$ cat src/logic/plrc_pkg.sv
// Constants, register map and state codes of the power loss restart control
package plrc_pkg;
    // ****************
    // Timing
    // ****************
    localparam int CLK_PERIOD_NS = 4;
    localparam int TICK_TIME_NS = 100_000;
    localparam int TICK_CYCLES = TICK_TIME_NS / CLK_PERIOD_NS;
    localparam int TENTH_TIME_NS = 100_000_000;
    localparam int TICKS_PER_TENTH = TENTH_TIME_NS / TICK_TIME_NS;
    localparam int DIP_FAULT_TIME_NS = 15_000_000;
    localparam int ELAPSED_W = 20;
    localparam logic [ELAPSED_W-1:0] DIP_FAULT_TICKS = ELAPSED_W'(DIP_FAULT_TIME_NS / TICK_TIME_NS);
    localparam logic [7:0] RAMP_MAX = 8'hFF;
    // ****************
    // Register map
    // ****************
    localparam logic [11:0] OFS_MODE = 12'h000;
    localparam logic [11:0] OFS_RIDE = 12'h004;
    localparam logic [11:0] OFS_BLOCK = 12'h008;
    localparam logic [11:0] OFS_RECOV = 12'h00C;
    localparam logic [11:0] OFS_UV_THR = 12'h010;
    localparam logic [11:0] OFS_CTRL = 12'h014;
    localparam logic [11:0] OFS_STATUS = 12'h018;
    localparam logic [11:0] OFS_IRQ_STAT = 12'h01C;
    localparam logic [11:0] OFS_IRQ_CLR = 12'h020;
    localparam logic [11:0] OFS_IRQ_EN = 12'h024;
    // Parameter reset values and legal ranges, times in tenths of a second
    localparam logic [15:0] MODE_RST = 16'h0000;
    localparam logic [15:0] MODE_MAX = 16'h0002;
    localparam logic [15:0] RIDE_RST = 16'h0001;
    localparam logic [15:0] RIDE_MAX = 16'h00FF;
    localparam logic [15:0] BLOCK_RST = 16'h0002;
    localparam logic [15:0] BLOCK_MIN = 16'h0001;
    localparam logic [15:0] BLOCK_MAX = 16'h0032;
    localparam logic [15:0] RECOV_RST = 16'h0003;
    localparam logic [15:0] RECOV_MAX = 16'h0032;
    localparam logic [15:0] UV_THR_RST = 16'h00BE;
    localparam logic [15:0] UV_THR_MIN = 16'h0096;
    localparam logic [15:0] UV_THR_MAX = 16'h00D2;
    // Field positions
    localparam int CTRL_FAULT_RESET = 0;
    localparam int IRQ_DIP = 0;
    localparam int IRQ_RESTART = 1;
    localparam int IRQ_FAULT = 2;
    localparam int IRQ_W = 3;
    localparam logic [1:0] MODE_OFF = 2'h0;
    localparam logic [1:0] MODE_TIMED = 2'h1;
    localparam logic [1:0] MODE_ALWAYS = 2'h2;
    // ****************
    // States
    // ****************
    typedef enum logic [2:0] {
        ST_NORMAL = 3'h0,
        ST_DIP = 3'h1,
        ST_BLOCK = 3'h3,
        ST_SEARCH = 3'h2,
        ST_RAMP = 3'h6,
        ST_FAULT = 3'h7
    } plrc_state_e;
endpackage

$ cat src/logic/plrc_timer_if.sv
// Link between the restart sequencer and its outage timer
interface plrc_timer_if;
    import plrc_pkg::*;
    logic clear;
    logic run;
    logic tick;
    logic [ELAPSED_W-1:0] elapsed;
    modport owner(output clear, output run, input tick, input elapsed);
    modport timer(input clear, input run, output tick, output elapsed);
endinterface

$ cat src/logic/plrc_top.sv
// Power loss restart sequencer with APB registers and interrupt
// How it works
// - Mode zero never restarts; a dip only leads to undervoltage detection.
// - Mode one restarts when the bus returns within the ride-through time.
// - Mode one declares the undervoltage fault once the outage outlasts the ride-through time.
// - Mode two restarts whenever the bus returns and never raises the undervoltage fault.
// - Ride-through time is set in tenths of a second, 0 to 25.5 s, reset 0.1 s, used only in mode one.
// - On restart the output stays blocked at least the minimum block time, 0.1 to 5.0 s, reset 0.2 s.
// - After the speed search the output voltage ramps from zero to full over 0.0 to 5.0 s, reset 0.3 s.
// - Undervoltage is the bus voltage below a threshold of 150 to 210 V, reset 190 V.
// - Error outputs stay inactive while a recovery is in progress.
// - In mode zero an outage during operation longer than 15 ms declares the undervoltage fault.
module plrc_top #(
    parameter int TICK_CYCLES = plrc_pkg::TICK_CYCLES
) (
    input wire logic core_clk_in,
    input wire logic resetn_in,
    input wire logic psel,
    input wire logic penable,
    input wire logic pwrite,
    input wire logic [11:0] paddr,
    input wire logic [31:0] pwdata,
    output logic [31:0] prdata,
    output logic pready,
    output logic pslverr,
    input wire logic [15:0] bus_voltage_in,
    input wire logic run_cmd_in,
    input wire logic search_done_in,
    input wire logic drive_error_in,
    output logic output_block_out,
    output logic [7:0] voltage_scale_out,
    output logic speed_search_req_out,
    output logic main_circuit_undervoltage_fault_out,
    output logic error_out,
    output logic recovering_out,
    output logic irq_out
);
    import plrc_pkg::*;

    // ****************
    // Declarations
    // ****************
    plrc_timer_if tmr_if ();
    plrc_state_e state_reg;
    plrc_state_e state_next;
    logic [1:0] mode_reg;
    logic [15:0] ride_reg, block_reg, recov_reg, uv_thr_reg;
    logic [IRQ_W-1:0] irq_stat_reg, irq_en_reg, irq_set;
    logic [2:0] run_sync_reg;
    logic running_reg;
    logic [ELAPSED_W-1:0] block_cnt_reg, ramp_acc_reg, acc_sum;
    logic [ELAPSED_W-1:0] ride_ticks, block_ticks, recov_ticks;
    logic [7:0] scale_reg;
    logic [31:0] prdata_reg;
    logic pslverr_reg, block_reg_q, search_reg, fault_out_reg, error_reg;
    logic bus_low, recovering, setup, wr_en, fault_reset;

    // Converts a time in tenths of a second to base ticks
    function automatic logic [ELAPSED_W-1:0] to_ticks(input logic [15:0] tenths);
        to_ticks = ELAPSED_W'(32'(tenths) * TICKS_PER_TENTH);
    endfunction

    // Register value check, a bad value is refused rather than clipped
    function automatic logic in_range(input logic [15:0] v, input logic [15:0] lo, input logic [15:0] hi);
        in_range = (v >= lo) && (v <= hi);
    endfunction

    // ****************
    // Outage timer
    // ****************
    plrc_tick_timer #(
        .TICK_CYCLES(TICK_CYCLES)
    ) u_timer (
        .core_clk_in(core_clk_in),
        .resetn_in(resetn_in),
        .tmr(tmr_if.timer)
    );

    // Timer starts fresh when the bus first drops and runs only while it is low
    assign tmr_if.clear = (state_reg != ST_DIP);
    assign tmr_if.run = bus_low;

    assign bus_low = (bus_voltage_in < uv_thr_reg);
    assign ride_ticks = to_ticks(ride_reg);
    assign block_ticks = to_ticks(block_reg);
    assign recov_ticks = to_ticks(recov_reg);
    // Mode zero keeps driving through a short dip, so it is not a recovery
    assign recovering = ((state_reg == ST_DIP) && (mode_reg != MODE_OFF)) || (state_reg == ST_BLOCK) ||
                        (state_reg == ST_SEARCH) || (state_reg == ST_RAMP);

    // ****************
    // Run command synchroniser
    // ****************
    // Level is accepted only once the last two stages agree
    always_ff @(posedge core_clk_in or negedge resetn_in) begin
        if (!resetn_in) begin
            run_sync_reg <= 3'h0;
            running_reg <= 1'b0;
        end else begin
            run_sync_reg <= {run_sync_reg[1:0], run_cmd_in};
            if (run_sync_reg[1] == run_sync_reg[2]) begin
                running_reg <= run_sync_reg[2];
            end
        end
    end

    // ****************
    // Sequencer
    // ****************
    // Next state from bus level, mode and timers
    always_comb begin
        state_next = state_reg;
        unique case (state_reg)
            ST_NORMAL: begin
                if (bus_low && running_reg) begin
                    state_next = ST_DIP;
                end
            end
            ST_DIP: begin
                if (mode_reg == MODE_OFF) begin
                    if (tmr_if.elapsed > DIP_FAULT_TICKS) begin
                        state_next = ST_FAULT;
                    end else if (!bus_low) begin
                        state_next = ST_NORMAL;
                    end
                end else if ((mode_reg == MODE_TIMED) && (tmr_if.elapsed > ride_ticks)) begin
                    state_next = ST_FAULT;
                end else if (!bus_low) begin
                    state_next = ST_BLOCK;
                end
            end
            ST_BLOCK: begin
                if (!running_reg) begin
                    state_next = ST_NORMAL;
                end else if (block_cnt_reg >= block_ticks) begin
                    state_next = ST_SEARCH;
                end
            end
            ST_SEARCH: begin
                if (!running_reg) begin
                    state_next = ST_NORMAL;
                end else if (search_done_in) begin
                    state_next = ST_RAMP;
                end
            end
            ST_RAMP: begin
                if (!running_reg || (scale_reg == RAMP_MAX)) begin
                    state_next = ST_NORMAL;
                end
            end
            ST_FAULT: begin
                if (fault_reset && !bus_low) begin
                    state_next = ST_NORMAL;
                end
            end
            default: begin
                state_next = ST_FAULT;
            end
        endcase
    end

    // State register
    always_ff @(posedge core_clk_in or negedge resetn_in) begin
        if (!resetn_in) begin
            state_reg <= ST_NORMAL;
        end else begin
            state_reg <= state_next;
        end
    end

    // Block time counts from the start of the outage, so dip time is credited
    always_ff @(posedge core_clk_in or negedge resetn_in) begin
        if (!resetn_in) begin
            block_cnt_reg <= '0;
        end else if ((state_reg != ST_DIP) && (state_reg != ST_BLOCK)) begin
            block_cnt_reg <= '0;
        end else if (tmr_if.tick && (block_cnt_reg != '1)) begin
            block_cnt_reg <= block_cnt_reg + ELAPSED_W'(1);
        end
    end

    // Voltage ramp: error accumulator spreads the steps evenly over the time
    assign acc_sum = ramp_acc_reg + ELAPSED_W'(RAMP_MAX);
    always_ff @(posedge core_clk_in or negedge resetn_in) begin
        if (!resetn_in) begin
            scale_reg <= RAMP_MAX;
            ramp_acc_reg <= '0;
        end else if (state_reg == ST_RAMP) begin
            if (recov_ticks == '0) begin
                scale_reg <= RAMP_MAX;
            end else if (tmr_if.tick && (scale_reg != RAMP_MAX)) begin
                if (acc_sum >= recov_ticks) begin
                    ramp_acc_reg <= acc_sum - recov_ticks;
                    scale_reg <= scale_reg + 8'h01;
                end else begin
                    ramp_acc_reg <= acc_sum;
                end
            end
        end else begin
            ramp_acc_reg <= '0;
            // A mode zero dip is no recovery, so the output keeps full voltage through it
            scale_reg <= ((recovering || (state_reg == ST_FAULT)) && (state_next != ST_NORMAL)) ? 8'h00 : RAMP_MAX;
        end
    end

    // Drive outputs, all registered
    always_ff @(posedge core_clk_in or negedge resetn_in) begin
        if (!resetn_in) begin
            block_reg_q <= 1'b0;
            search_reg <= 1'b0;
            fault_out_reg <= 1'b0;
            error_reg <= 1'b0;
        end else begin
            block_reg_q <= recovering && (state_reg != ST_RAMP) || (state_reg == ST_FAULT);
            search_reg <= (state_reg == ST_SEARCH);
            fault_out_reg <= (state_reg == ST_FAULT) && !recovering;
            error_reg <= ((state_reg == ST_FAULT) || drive_error_in) && !recovering;
        end
    end

    // ****************
    // APB slave
    // ****************
    assign setup = psel && !penable;
    assign wr_en = psel && penable && pwrite && !pslverr_reg;
    assign fault_reset = wr_en && (paddr == OFS_CTRL) && pwdata[CTRL_FAULT_RESET];

    // Read data and error decided in the setup phase, so zero wait states
    always_ff @(posedge core_clk_in or negedge resetn_in) begin
        if (!resetn_in) begin
            prdata_reg <= 32'h00000000;
            pslverr_reg <= 1'b0;
        end else if (setup) begin
            prdata_reg <= 32'h00000000;
            pslverr_reg <= 1'b0;
            unique case (paddr)
                OFS_MODE: begin
                    prdata_reg <= {30'h00000000, mode_reg};
                    pslverr_reg <= pwrite && !in_range(pwdata[15:0], MODE_RST, MODE_MAX);
                end
                OFS_RIDE: begin
                    prdata_reg <= {16'h0000, ride_reg};
                    pslverr_reg <= pwrite && !in_range(pwdata[15:0], 16'h0000, RIDE_MAX);
                end
                OFS_BLOCK: begin
                    prdata_reg <= {16'h0000, block_reg};
                    pslverr_reg <= pwrite && !in_range(pwdata[15:0], BLOCK_MIN, BLOCK_MAX);
                end
                OFS_RECOV: begin
                    prdata_reg <= {16'h0000, recov_reg};
                    pslverr_reg <= pwrite && !in_range(pwdata[15:0], 16'h0000, RECOV_MAX);
                end
                OFS_UV_THR: begin
                    prdata_reg <= {16'h0000, uv_thr_reg};
                    pslverr_reg <= pwrite && !in_range(pwdata[15:0], UV_THR_MIN, UV_THR_MAX);
                end
                OFS_CTRL, OFS_IRQ_CLR: begin
                    prdata_reg <= 32'h00000000;
                end
                OFS_STATUS: begin
                    prdata_reg <= {24'h000000, bus_low, running_reg, recovering, fault_out_reg, 1'b0, state_reg};
                    pslverr_reg <= pwrite;
                end
                OFS_IRQ_STAT: begin
                    prdata_reg <= {29'h00000000, irq_stat_reg};
                    pslverr_reg <= pwrite;
                end
                OFS_IRQ_EN: begin
                    prdata_reg <= {29'h00000000, irq_en_reg};
                end
                default: begin
                    pslverr_reg <= 1'b1;
                end
            endcase
        end
    end

    // Parameter registers
    always_ff @(posedge core_clk_in or negedge resetn_in) begin
        if (!resetn_in) begin
            mode_reg <= MODE_RST[1:0];
            ride_reg <= RIDE_RST;
            block_reg <= BLOCK_RST;
            recov_reg <= RECOV_RST;
            uv_thr_reg <= UV_THR_RST;
            irq_en_reg <= '0;
        end else if (wr_en) begin
            if (paddr == OFS_MODE) mode_reg <= pwdata[1:0];
            if (paddr == OFS_RIDE) ride_reg <= pwdata[15:0];
            if (paddr == OFS_BLOCK) block_reg <= pwdata[15:0];
            if (paddr == OFS_RECOV) recov_reg <= pwdata[15:0];
            if (paddr == OFS_UV_THR) uv_thr_reg <= pwdata[15:0];
            if (paddr == OFS_IRQ_EN) irq_en_reg <= pwdata[IRQ_W-1:0];
        end
    end

    // Sticky events; a new event wins over a clear in the same cycle
    assign irq_set[IRQ_DIP] = (state_reg == ST_NORMAL) && (state_next == ST_DIP);
    assign irq_set[IRQ_RESTART] = (state_reg == ST_RAMP) && (state_next == ST_NORMAL);
    assign irq_set[IRQ_FAULT] = (state_reg != ST_FAULT) && (state_next == ST_FAULT);
    always_ff @(posedge core_clk_in or negedge resetn_in) begin
        if (!resetn_in) begin
            irq_stat_reg <= '0;
        end else if (wr_en && (paddr == OFS_IRQ_CLR)) begin
            irq_stat_reg <= (irq_stat_reg & ~pwdata[IRQ_W-1:0]) | irq_set;
        end else begin
            irq_stat_reg <= irq_stat_reg | irq_set;
        end
    end

    assign pready = 1'b1;
    assign prdata = prdata_reg;
    assign pslverr = pslverr_reg;
    assign irq_out = |(irq_stat_reg & irq_en_reg);
    assign output_block_out = block_reg_q;
    assign voltage_scale_out = scale_reg;
    assign speed_search_req_out = search_reg;
    assign main_circuit_undervoltage_fault_out = fault_out_reg;
    assign error_out = error_reg;
    assign recovering_out = recovering;
endmodule

$ cat src/logic/plrc_tick_timer.sv
// Base tick prescaler and saturating outage timer
module plrc_tick_timer #(
    parameter int TICK_CYCLES = plrc_pkg::TICK_CYCLES
) (
    input wire logic core_clk_in,
    input wire logic resetn_in,
    plrc_timer_if.timer tmr
);
    import plrc_pkg::*;
    localparam logic [23:0] TICK_LAST = 24'(TICK_CYCLES - 1);
    logic [23:0] pre_reg;
    logic tick_reg;
    logic [ELAPSED_W-1:0] elapsed_reg;

    // Free running prescaler, one tick per base period
    always_ff @(posedge core_clk_in or negedge resetn_in) begin
        if (!resetn_in) begin
            pre_reg <= 24'h000000;
            tick_reg <= 1'b0;
        end else begin
            tick_reg <= (pre_reg == TICK_LAST);
            pre_reg <= (pre_reg == TICK_LAST) ? 24'h000000 : pre_reg + 24'h000001;
        end
    end

    // Elapsed count; saturates so a very long outage never wraps to short
    always_ff @(posedge core_clk_in or negedge resetn_in) begin
        if (!resetn_in) begin
            elapsed_reg <= '0;
        end else if (tmr.clear) begin
            elapsed_reg <= '0;
        end else if (tmr.run && tick_reg && (elapsed_reg != '1)) begin
            elapsed_reg <= elapsed_reg + ELAPSED_W'(1);
        end
    end

    assign tmr.tick = tick_reg;
    assign tmr.elapsed = elapsed_reg;
endmodule

$ cat config.mk
export PLATFORM = sky130hd
export DESIGN_NAME = plrc_top
export DESIGN_NICKNAME = d
export VERILOG_FILES = /design/src/logic/plrc_pkg.sv /design/src/logic/plrc_timer_if.sv /design/src/logic/plrc_top.sv /design/src/logic/plrc_tick_timer.sv
export SDC_FILE = /design/constraint.sdc
export NUM_CORES = 1
export LEC_CHECK = 0
export ABC_AREA = 0
export BUFFER_PORTS_ARGS = -buffer_cell sky130_fd_sc_hd__buf_4
export CORE_ASPECT_RATIO = 1.4
export CORE_MARGIN = 3
export CORE_UTILIZATION = 45
export CTS_CLUSTER_DIAMETER = 120
export DETAILED_ROUTE_END_ITERATION = 16
export HOLD_SLACK_MARGIN = 0.02
export SLEW_MARGIN = 20
export SYNTH_ARGS = -nofsm -noshare
export SYNTH_HDL_FRONTEND = slang
export SYNTH_SLANG_ARGS = --single-unit
$ cat constraint.sdc
create_clock -name core_clk_in -period 11 [get_ports core_clk_in]
set_input_delay 0 -clock core_clk_in [delete_from_list [all_inputs] [get_ports core_clk_in]]
set_output_delay 0 -clock core_clk_in [all_outputs]
set_load 0.03 [all_outputs]
==> results of run 1 <==
==> synth_stat cells, types with 15 or more instances <==
cell type	count	share of area (%)
clkbuf_1	37	0.80
inv_1	282	6.1
xor2_1	61	3.1
xnor2_1	85	4.3
nand2_1	128	2.8
dfstp_2	18	2.7
dfrtp_1	175	25
nor2_1	129	2.8
fa_1	130	15
nand4_1	27	0.97
a21oi_1	59	1.7
a21o_1	18	0.78
nor4_1	17	0.61
ha_1	171	12
and3_1	29	1.0
o21ai_0	83	2.4
nand3_1	60	1.7
mux2_2	25	1.6
nor3_1	34	0.98
a31oi_1	21	0.75
o211ai_1	16	0.69
mux2i_1	15	0.86
o31ai_1	20	0.86
buf_4	20	0.86
==> worst max-delay path by stage <==
stage	start	to	slack [ns]	cells past startpoint
after floorplan	ride_reg[0]$_DFFE_PN1P_	voltage_scale_out[3]$_DFFE_PN1P_	4.55	26
after global placement	ride_reg[0]$_DFFE_PN1P_	voltage_scale_out[6]$_DFFE_PN1P_	3.57	25
after detailed placement	ride_reg[0]$_DFFE_PN1P_	voltage_scale_out[6]$_DFFE_PN1P_	3.49	25
after CTS	ride_reg[0]$_DFFE_PN1P_	voltage_scale_out[6]$_DFFE_PN1P_	3.44	25
after global routing	ride_reg[0]$_DFFE_PN1P_	voltage_scale_out[2]$_DFFE_PN1P_	2.88	25
final	ride_reg[0]$_DFFE_PN1P_	voltage_scale_out[6]$_DFFE_PN1P_	3.41	25
==> layout make-up <==
class,count,area [sq um]
clock inverters,14,151
flip-flops and latches,193,4850
multi-input cells,1330,11200
fillers,3545,18600
inverters,282,1060
repair buffers,118,957
clock buffers,18,429
well taps,473,592
==> worst max-delay path, stage by stage, from the launching register on <==
cell       delay, ns
dfstp_2         0.64
fa_1            0.47
fa_1            0.52
inv_1           0.06
fa_1            0.49
fa_1            0.53
inv_1           0.05
ha_1            0.28
inv_1           0.10
o21ai_1         0.10
a211oi_1        0.36
o31ai_1         0.16
or4_1           0.44
a31o_2          0.25
a21oi_1         0.19
xnor2_1         0.15
ha_1            0.32
nand3_1         0.09
nor4_1          0.47
o31ai_1         0.14
o211ai_1        0.24
a31oi_1         0.22
o211ai_1        0.31
o31a_1          0.56
o32ai_1         0.20
o2bb2ai_1       0.16
==> metrics by stage <==
stage	instance area [sq um]	utilization, %	setup WS, ns	std cells
final	19200	50.8	3.41	2428
after global routing	19200	50.8	2.88	2428
after CTS	19200	50.8	3.44	2428
after detailed placement	18400	48.6	3.49	2370
after global placement	18400	48.6	3.57	2370
after floorplan	17500	-	4.55	1877
==> report_power, final <==
part | internal (mW) | total [mW] | switching [mW]
clock network | 0.321 | 0.633 | 0.312
logic | 0.0394 | 0.110 | 0.0706
registers | 0.717 | 0.726 | 0.00881
total | 1.08 | 1.47 | 0.392
==> cell families (layout without fill, tap and decap cells) <==
| group | after synthesis | count (layout) | synth area share, % |
|---|---|---|---|
| AO/OA/AOI/OAI | 328 | 328 | 12.7 |
| XOR/XNOR | 146 | 146 | 7.35 |
| adder cells (fa/ha/maj) | 302 | 302 | 27.3 |
| buffers and inverters | 354 | 432 | 8.30 |
| flip-flops | 193 | 193 | 27.9 |
| multiplexers | 40 | 40 | 2.48 |
| other | 2 | 17 | 0.0432 |
| AND/OR/NAND/NOR | 497 | 497 | 14.0 |
==> metal layers <==
metal  global-route usage (%)  vias up  wire, um
met2                     39.4      340     22600
met4                     8.04        2      1480
met1                     27.9     6684     18600
met3                     2.99       78      1740
met5                        0        -        13
li1                         -     6464         -
==> timing repair <==
action	4_1_cts	5_1_grt
hold buffers	26	0
resized for setup	0	0
endpoints found under the hold margin	141	0
==> reports/qor.txt, run 1 <==
First-pass GRT wire length: 72400 um
IO Count: 116
Commonest non-fill, non-tap cell in the layout: inv_1
R2r startpoint: ride_reg[0]$_DFFE_PN1P_
DR DRC count: 0
Max-Cap Viols: 0
Max reg flops: 24
CTS HTree Levels: 4
Layout Skew: 0.0136 ns
Power per cell area: 76.5 nW/um^2
Final Cycle Share: 69.0%
Antenna viol nets, final: 0
Drt via density: 5.59
R2r endpoint: voltage_scale_out[6]$_DFFE_PN1P_
Worst skew pair latency: 0.46 ns
Top_reg_cell synth: dfrtp_1
Area Growth Syn to Fin: 10.4%
CTS max path bufs: 2
Cells after Synth: 1862
Outcome: finished, final reports clean
Clk slew on worst S/H paths: 0.07 ns
Starting Density: 46.0%
Share of cells above drive strength 1: 9.46%
Total GRT Usage: 22.4%
1st-pass router iterations: 7
Global placement routability congestion: 0.940
Die H: 239 um
Setup Buffers After CTS: 0
Hold Worst Slack: 0.0774 ns
Routed via count: 13600
Worst setup SP type: register
Max-slew violations: 0
Post-synth ARST share: 100%
Clock sinks: 193
ANT cells: 0
CP required: 11.37 ns
Worst Setup Path Type: register to register
Final Hold Viols: 0
Yosys reg bits: 193
Core area: 37800 sq um
Worst-case vdd ir drop: 106 uV
Commonest non-fill, non-tap cells in the layout: inv_1, dfrtp_1, ha_1
CTS buffer count: 17
Vias in the first global route: 13800
Leak: 9.35 nW
Die ar.: 41100 sq um
# port buffers: 82
Min-delay worst type: input pin to asynchronous set/reset pin
CP arrival: 7.96 ns
R2R Setup Slk: 3.41 ns
CP Capture Type: register
Number of flops mapped to enable cells by yosys: 0
Setup repair after global routing missed its margin: no
Initial antenna violation count: 1
Die Wd: 172 um
Register area share after synthesis: 27.9%
Max-slew headroom: 30.4%
TritonCTS clock tree: built
CP Max Fanout: 14
Post-Route WL: 44400 um
Max frequency: 132 MHz
Root buf cell: clkbuf_16
Period minus WS final: 7.59 ns
WL/cell: 18.3 um
Final Power: 1.47 mW
Final #Nets: 2311
Netlist cell types: 74
Setup Total Neg Slack: 0 ns
Area of the mapped netlist: 17400 sq um
Iter 0 DRT Violations: 933
Std cell rows: 84
Worst slew pin tran: 1.04 ns
Worst R2R Path Depth: 25
YS warnings: 0
Dpl hpwl: 35300 um
GRT overflow: 0
Number of setup violations in the final report: 0
Syn Area/Cell: 9.35 sq um
Largest net degree at the start of global routing: 66
Power figures use the tool's default switching activity.
==> inputs of run 2 (changes only) <==
--- a/config.mk
+++ b/config.mk
@@ -5,7 +5,7 @@
 export SDC_FILE = /design/constraint.sdc
 export NUM_CORES = 1
 export LEC_CHECK = 0
-export ABC_AREA = 0
+export ABC_AREA = 1
 export BUFFER_PORTS_ARGS = -buffer_cell sky130_fd_sc_hd__buf_4
 export CORE_ASPECT_RATIO = 1.4
 export CORE_MARGIN = 3
==> constraint.sdc (replaced) <==
create_clock -name core_clk_in -period 7.58 [get_ports core_clk_in]
set_input_delay 0 -clock core_clk_in [delete_from_list [all_inputs] [get_ports core_clk_in]]
set_output_delay 0 -clock core_clk_in [all_outputs]
set_load 0.03 [all_outputs]
==> run 2 against run 1 <==
Net effect:
- synthesized cell count increased by 27%
- critical endpoint is now voltage_scale_out[5]$_DFFE_PN1P_
- fmax increased by 11%
- via count increased by 15%
- design area increased by 5.8%
- power increased by 67%
- highest routed layer is now met4
- critical path depth increased by 8
- die area increased by 5.7%
==> reports/qor.txt, run 2 <==
Die H: 245 um (+2.8%)
Vias in the first global route: 16000 (+16%)
Max-slew headroom: 31.6% (+1.2 points)
Final Cycle Share: 90.6% (+22 points)
Die Wd: 177 um (+2.8%)
Iter 0 DRT Violations: 1018 (+9.1%)
Setup repair after global routing missed its margin: no
Die ar.: 43500 sq um (+5.7%)
Routed via count: 15600 (+15%)
1st-pass router iterations: 5 (-2)
Share of the synthesized area in the top cell type: 23.8% (-1.4 points)
Std cell rows: 87 (+3.6%)
Register area share after synthesis: 26.3% (-1.6 points)
Commonest cells post-synth: inv_1, nand2_1, dfrtp_1
Combinational share of power: 17.6% (+10 points)
Final Util: 50.3% (-0.44 points)
Total GRT Usage: 23.2% (+0.82 points)
Final Hold Viols: 0 (unchanged)
CTS buffer count: 17 (unchanged)
IO Count: 116 (unchanged)
Initial antenna violation count: 0 (-1)
CTS max path bufs: 2 (unchanged)
Min-delay worst type: input pin to asynchronous set/reset pin
CP peak stage delay: 0.59 ns (-0.05 ns)
First-pass GRT wire length: 80900 um (+12%)
Drt via density: 5.18 (-7.2%)
ANT cells: 0 (unchanged)
Worst setup SP type: register
Synth area leader: dfrtp_1
Area of the mapped netlist: 18400 sq um (+5.9%)
Final Worst Setup Slack: 0.710 ns (-2.70 ns)
Worst-case vdd ir drop: 154 uV (+46%)
Synth area leaders: dfrtp_1, fa_1, ha_1
Clk slew on worst S/H paths: 0.08 ns (about the same)
Power per cell area: 121 nW/um^2 (+58%)
Number of flops mapped to enable cells by yosys: 0 (unchanged)
Post-Route WL: 48300 um (+8.6%)
Starting Density: 45.6% (-0.36 points)
Area Growth Syn to Fin: 10.3% (about the same)
CP arrival: 7.27 ns (-0.69 ns)
Commonest non-fill, non-tap cell in the layout: inv_1
Part of the power in registers: 44.9% (-4.5 points)
Top_reg_cell synth: dfrtp_1
Final #Nets: 2825 (+22%)
Worst R2R Path Depth: 33 (+32%)
Largest net degree at the start of global routing: 76 (+15%)
Hold Worst Slack: 0.0406 ns (-0.0367 ns)
CP required: 7.98 ns (-3.39 ns)
Layout Skew: 0.0163 ns (+0.00275 ns)
Root buf cell: clkbuf_16
Setup Buffers After CTS: 0 (unchanged)
Switch share: 33.1% (+6.5 points)
Number of setup violations in the final report: 0 (unchanged)
CP Capture Type: register
Yosys reg bits: 193 (unchanged)
Syn Area/Cell: 7.80 sq um (-17%)
Share of cells above drive strength 1: 6.89% (-2.6 points)
Int Pwr: 1.64 mW (+52%)
CP Max Fanout: 8 (-6)
Worst skew pair latency: 0.46 ns (about the same)
Max reg flops: 24 (unchanged)
Most frequent cell on the critical path: nand2_1
Cells after Synth: 2364 (+27%)
Outcome: finished, final reports clean
Switching power: 0.814 mW (+110%)
Max frequency: 146 MHz (+11%)
Worst Setup Path Type: register to register
# port buffers: 82 (unchanged)
Period minus WS final: 6.87 ns (-0.724 ns)
Global placement routability congestion: 0.927 (-1.4%)
Setup Total Neg Slack: 0 ns (unchanged)
DR DRC count: 0 (unchanged)
Slowest CP cell: dfstp_2
Max-slew violations: 0 (unchanged)
Max-Cap Viols: 0 (unchanged)
GRT overflow: 0 (unchanged)
Worst slew pin tran: 1.02 ns (-0.0122 ns)
Place WS: 0.683 ns (-2.80 ns)
Top-count cell post-synth: inv_1
Antenna viol nets, final: 0 (unchanged)
YS warnings: 0 (unchanged)
Netlist cell types: 56 (-24%)
Core area: 40400 sq um (+6.7%)
TritonCTS clock tree: built
Commonest non-fill, non-tap cells in the layout: inv_1, nand2_1, dfrtp_1
Clk pwr share: 37.5% (-5.6 points)
CTS HTree Levels: 4 (unchanged)
Clock sinks: 193 (unchanged)
WL/cell: 16.1 um (-12%)
Dpl hpwl: 39000 um (+10%)
Leak: 10.3 nW (+9.7%)
Post-synth ARST share: 100% (unchanged)
[run 2: cell count changes in the layout (fill, tap and decap cells not counted), sizes merged, moves of 25 or more]
cell / previous run / this run
nand2: 128 / 471
inv: 287 / 484
o21ai: 91 / 171
nand3: 60 / 137
xnor2: 85 / 35
a21oi: 59 / 104
nand4: 27 / 65
and3: 29 / 1
mux2: 25 / 0
[run 2: worst paths after layout]
check | slack (ns) | start | end
worst max-delay path | 0.71 | block_reg[1]$_DFFE_PN1P_ | voltage_scale_out[5]$_DFFE_PN1P_
worst min-delay path | 0.04 | resetn_in | u_timer.tmr.elapsed[17]$_DFFE_PN0P_
worst max register to register | 0.71 | block_reg[1]$_DFFE_PN1P_ | voltage_scale_out[5]$_DFFE_PN1P_
worst min register to register | 0.36 | run_sync_reg[0]$_DFF_PN0_ | run_sync_reg[1]$_DFF_PN0_
max in group asynchronous | 6.18 | resetn_in | ramp_acc_reg[11]$_DFFE_PN0P_
min in group core_clk_in | 0.07 | pwdata[0] | block_reg[0]$_DFFE_PN0P_
[run 2: repair_timing]
action                     4_1_cts  5_1_grt
gates resized for setup          0        0
hold endpoints to repair       107        0
hold buffers                    21        0
setup endpoints to repair        0        0
[run 2: metrics by stage]
stage	instances	cell area, sq um	total power [mW]
CTS	3003	20300	2.48
global placement	2950	19500	1.54
finish	3003	20300	2.46
detailed placement	2950	19500	1.55
global route	3003	20300	2.57
floorplan	2379	18500	1.39
[run 2: kinds of logic after synthesis]
group,after synthesis,share of synthesized area (%)
compound gates,339,10.2
xor+xnor,106,5.08
fa+ha+maj,302,25.8
buf+inv,530,11.4
flops,193,26.3
mux,1,0.0543
other cells,2,0.0407
simple gates,891,21.1
[run 2: layout make-up]
cell class                 count  area (sq um)
clock inverter                15           164
timing repair buffer         110           885
clock buffer                  17           425
sequential                   193          4850
multi-input combinational   1656         11500
tap                          534           668
fill                        3985         20100
inverter                     478          1790
[run 2: power by group through the flow]
stage / Sequential (mW) / Combinational [mW] / Clock [mW]
global placement: 1.12 / 0.421 / 0
detailed placement: 1.12 / 0.427 / 0
finish: 1.10 / 0.433 / 0.921
CTS: 1.10 / 0.436 / 0.942
floorplan: 1.16 / 0.233 / 0
global route: 1.11 / 0.483 / 0.979
[run 2: critical path: cells and delay by family, from the launching register on]
kind	cells	cell delay (ns)
adder cells (fa/ha/maj)	6	2.65
AND/OR/NAND/NOR	17	1.95
AO/OA/AOI/OAI	5	0.88
flip-flops	1	0.59
buffers and inverters	4	0.41
XOR/XNOR	1	0.30
[run 2: layer usage]
layer,GRT usage (%),share of wire (%),up-vias
li1,-,-,7715
met1,28.7,42,7494
met2,42.3,52,304
met3,2.73,3.6,53
met4,6.52,2.1,0
met5,0,0,-
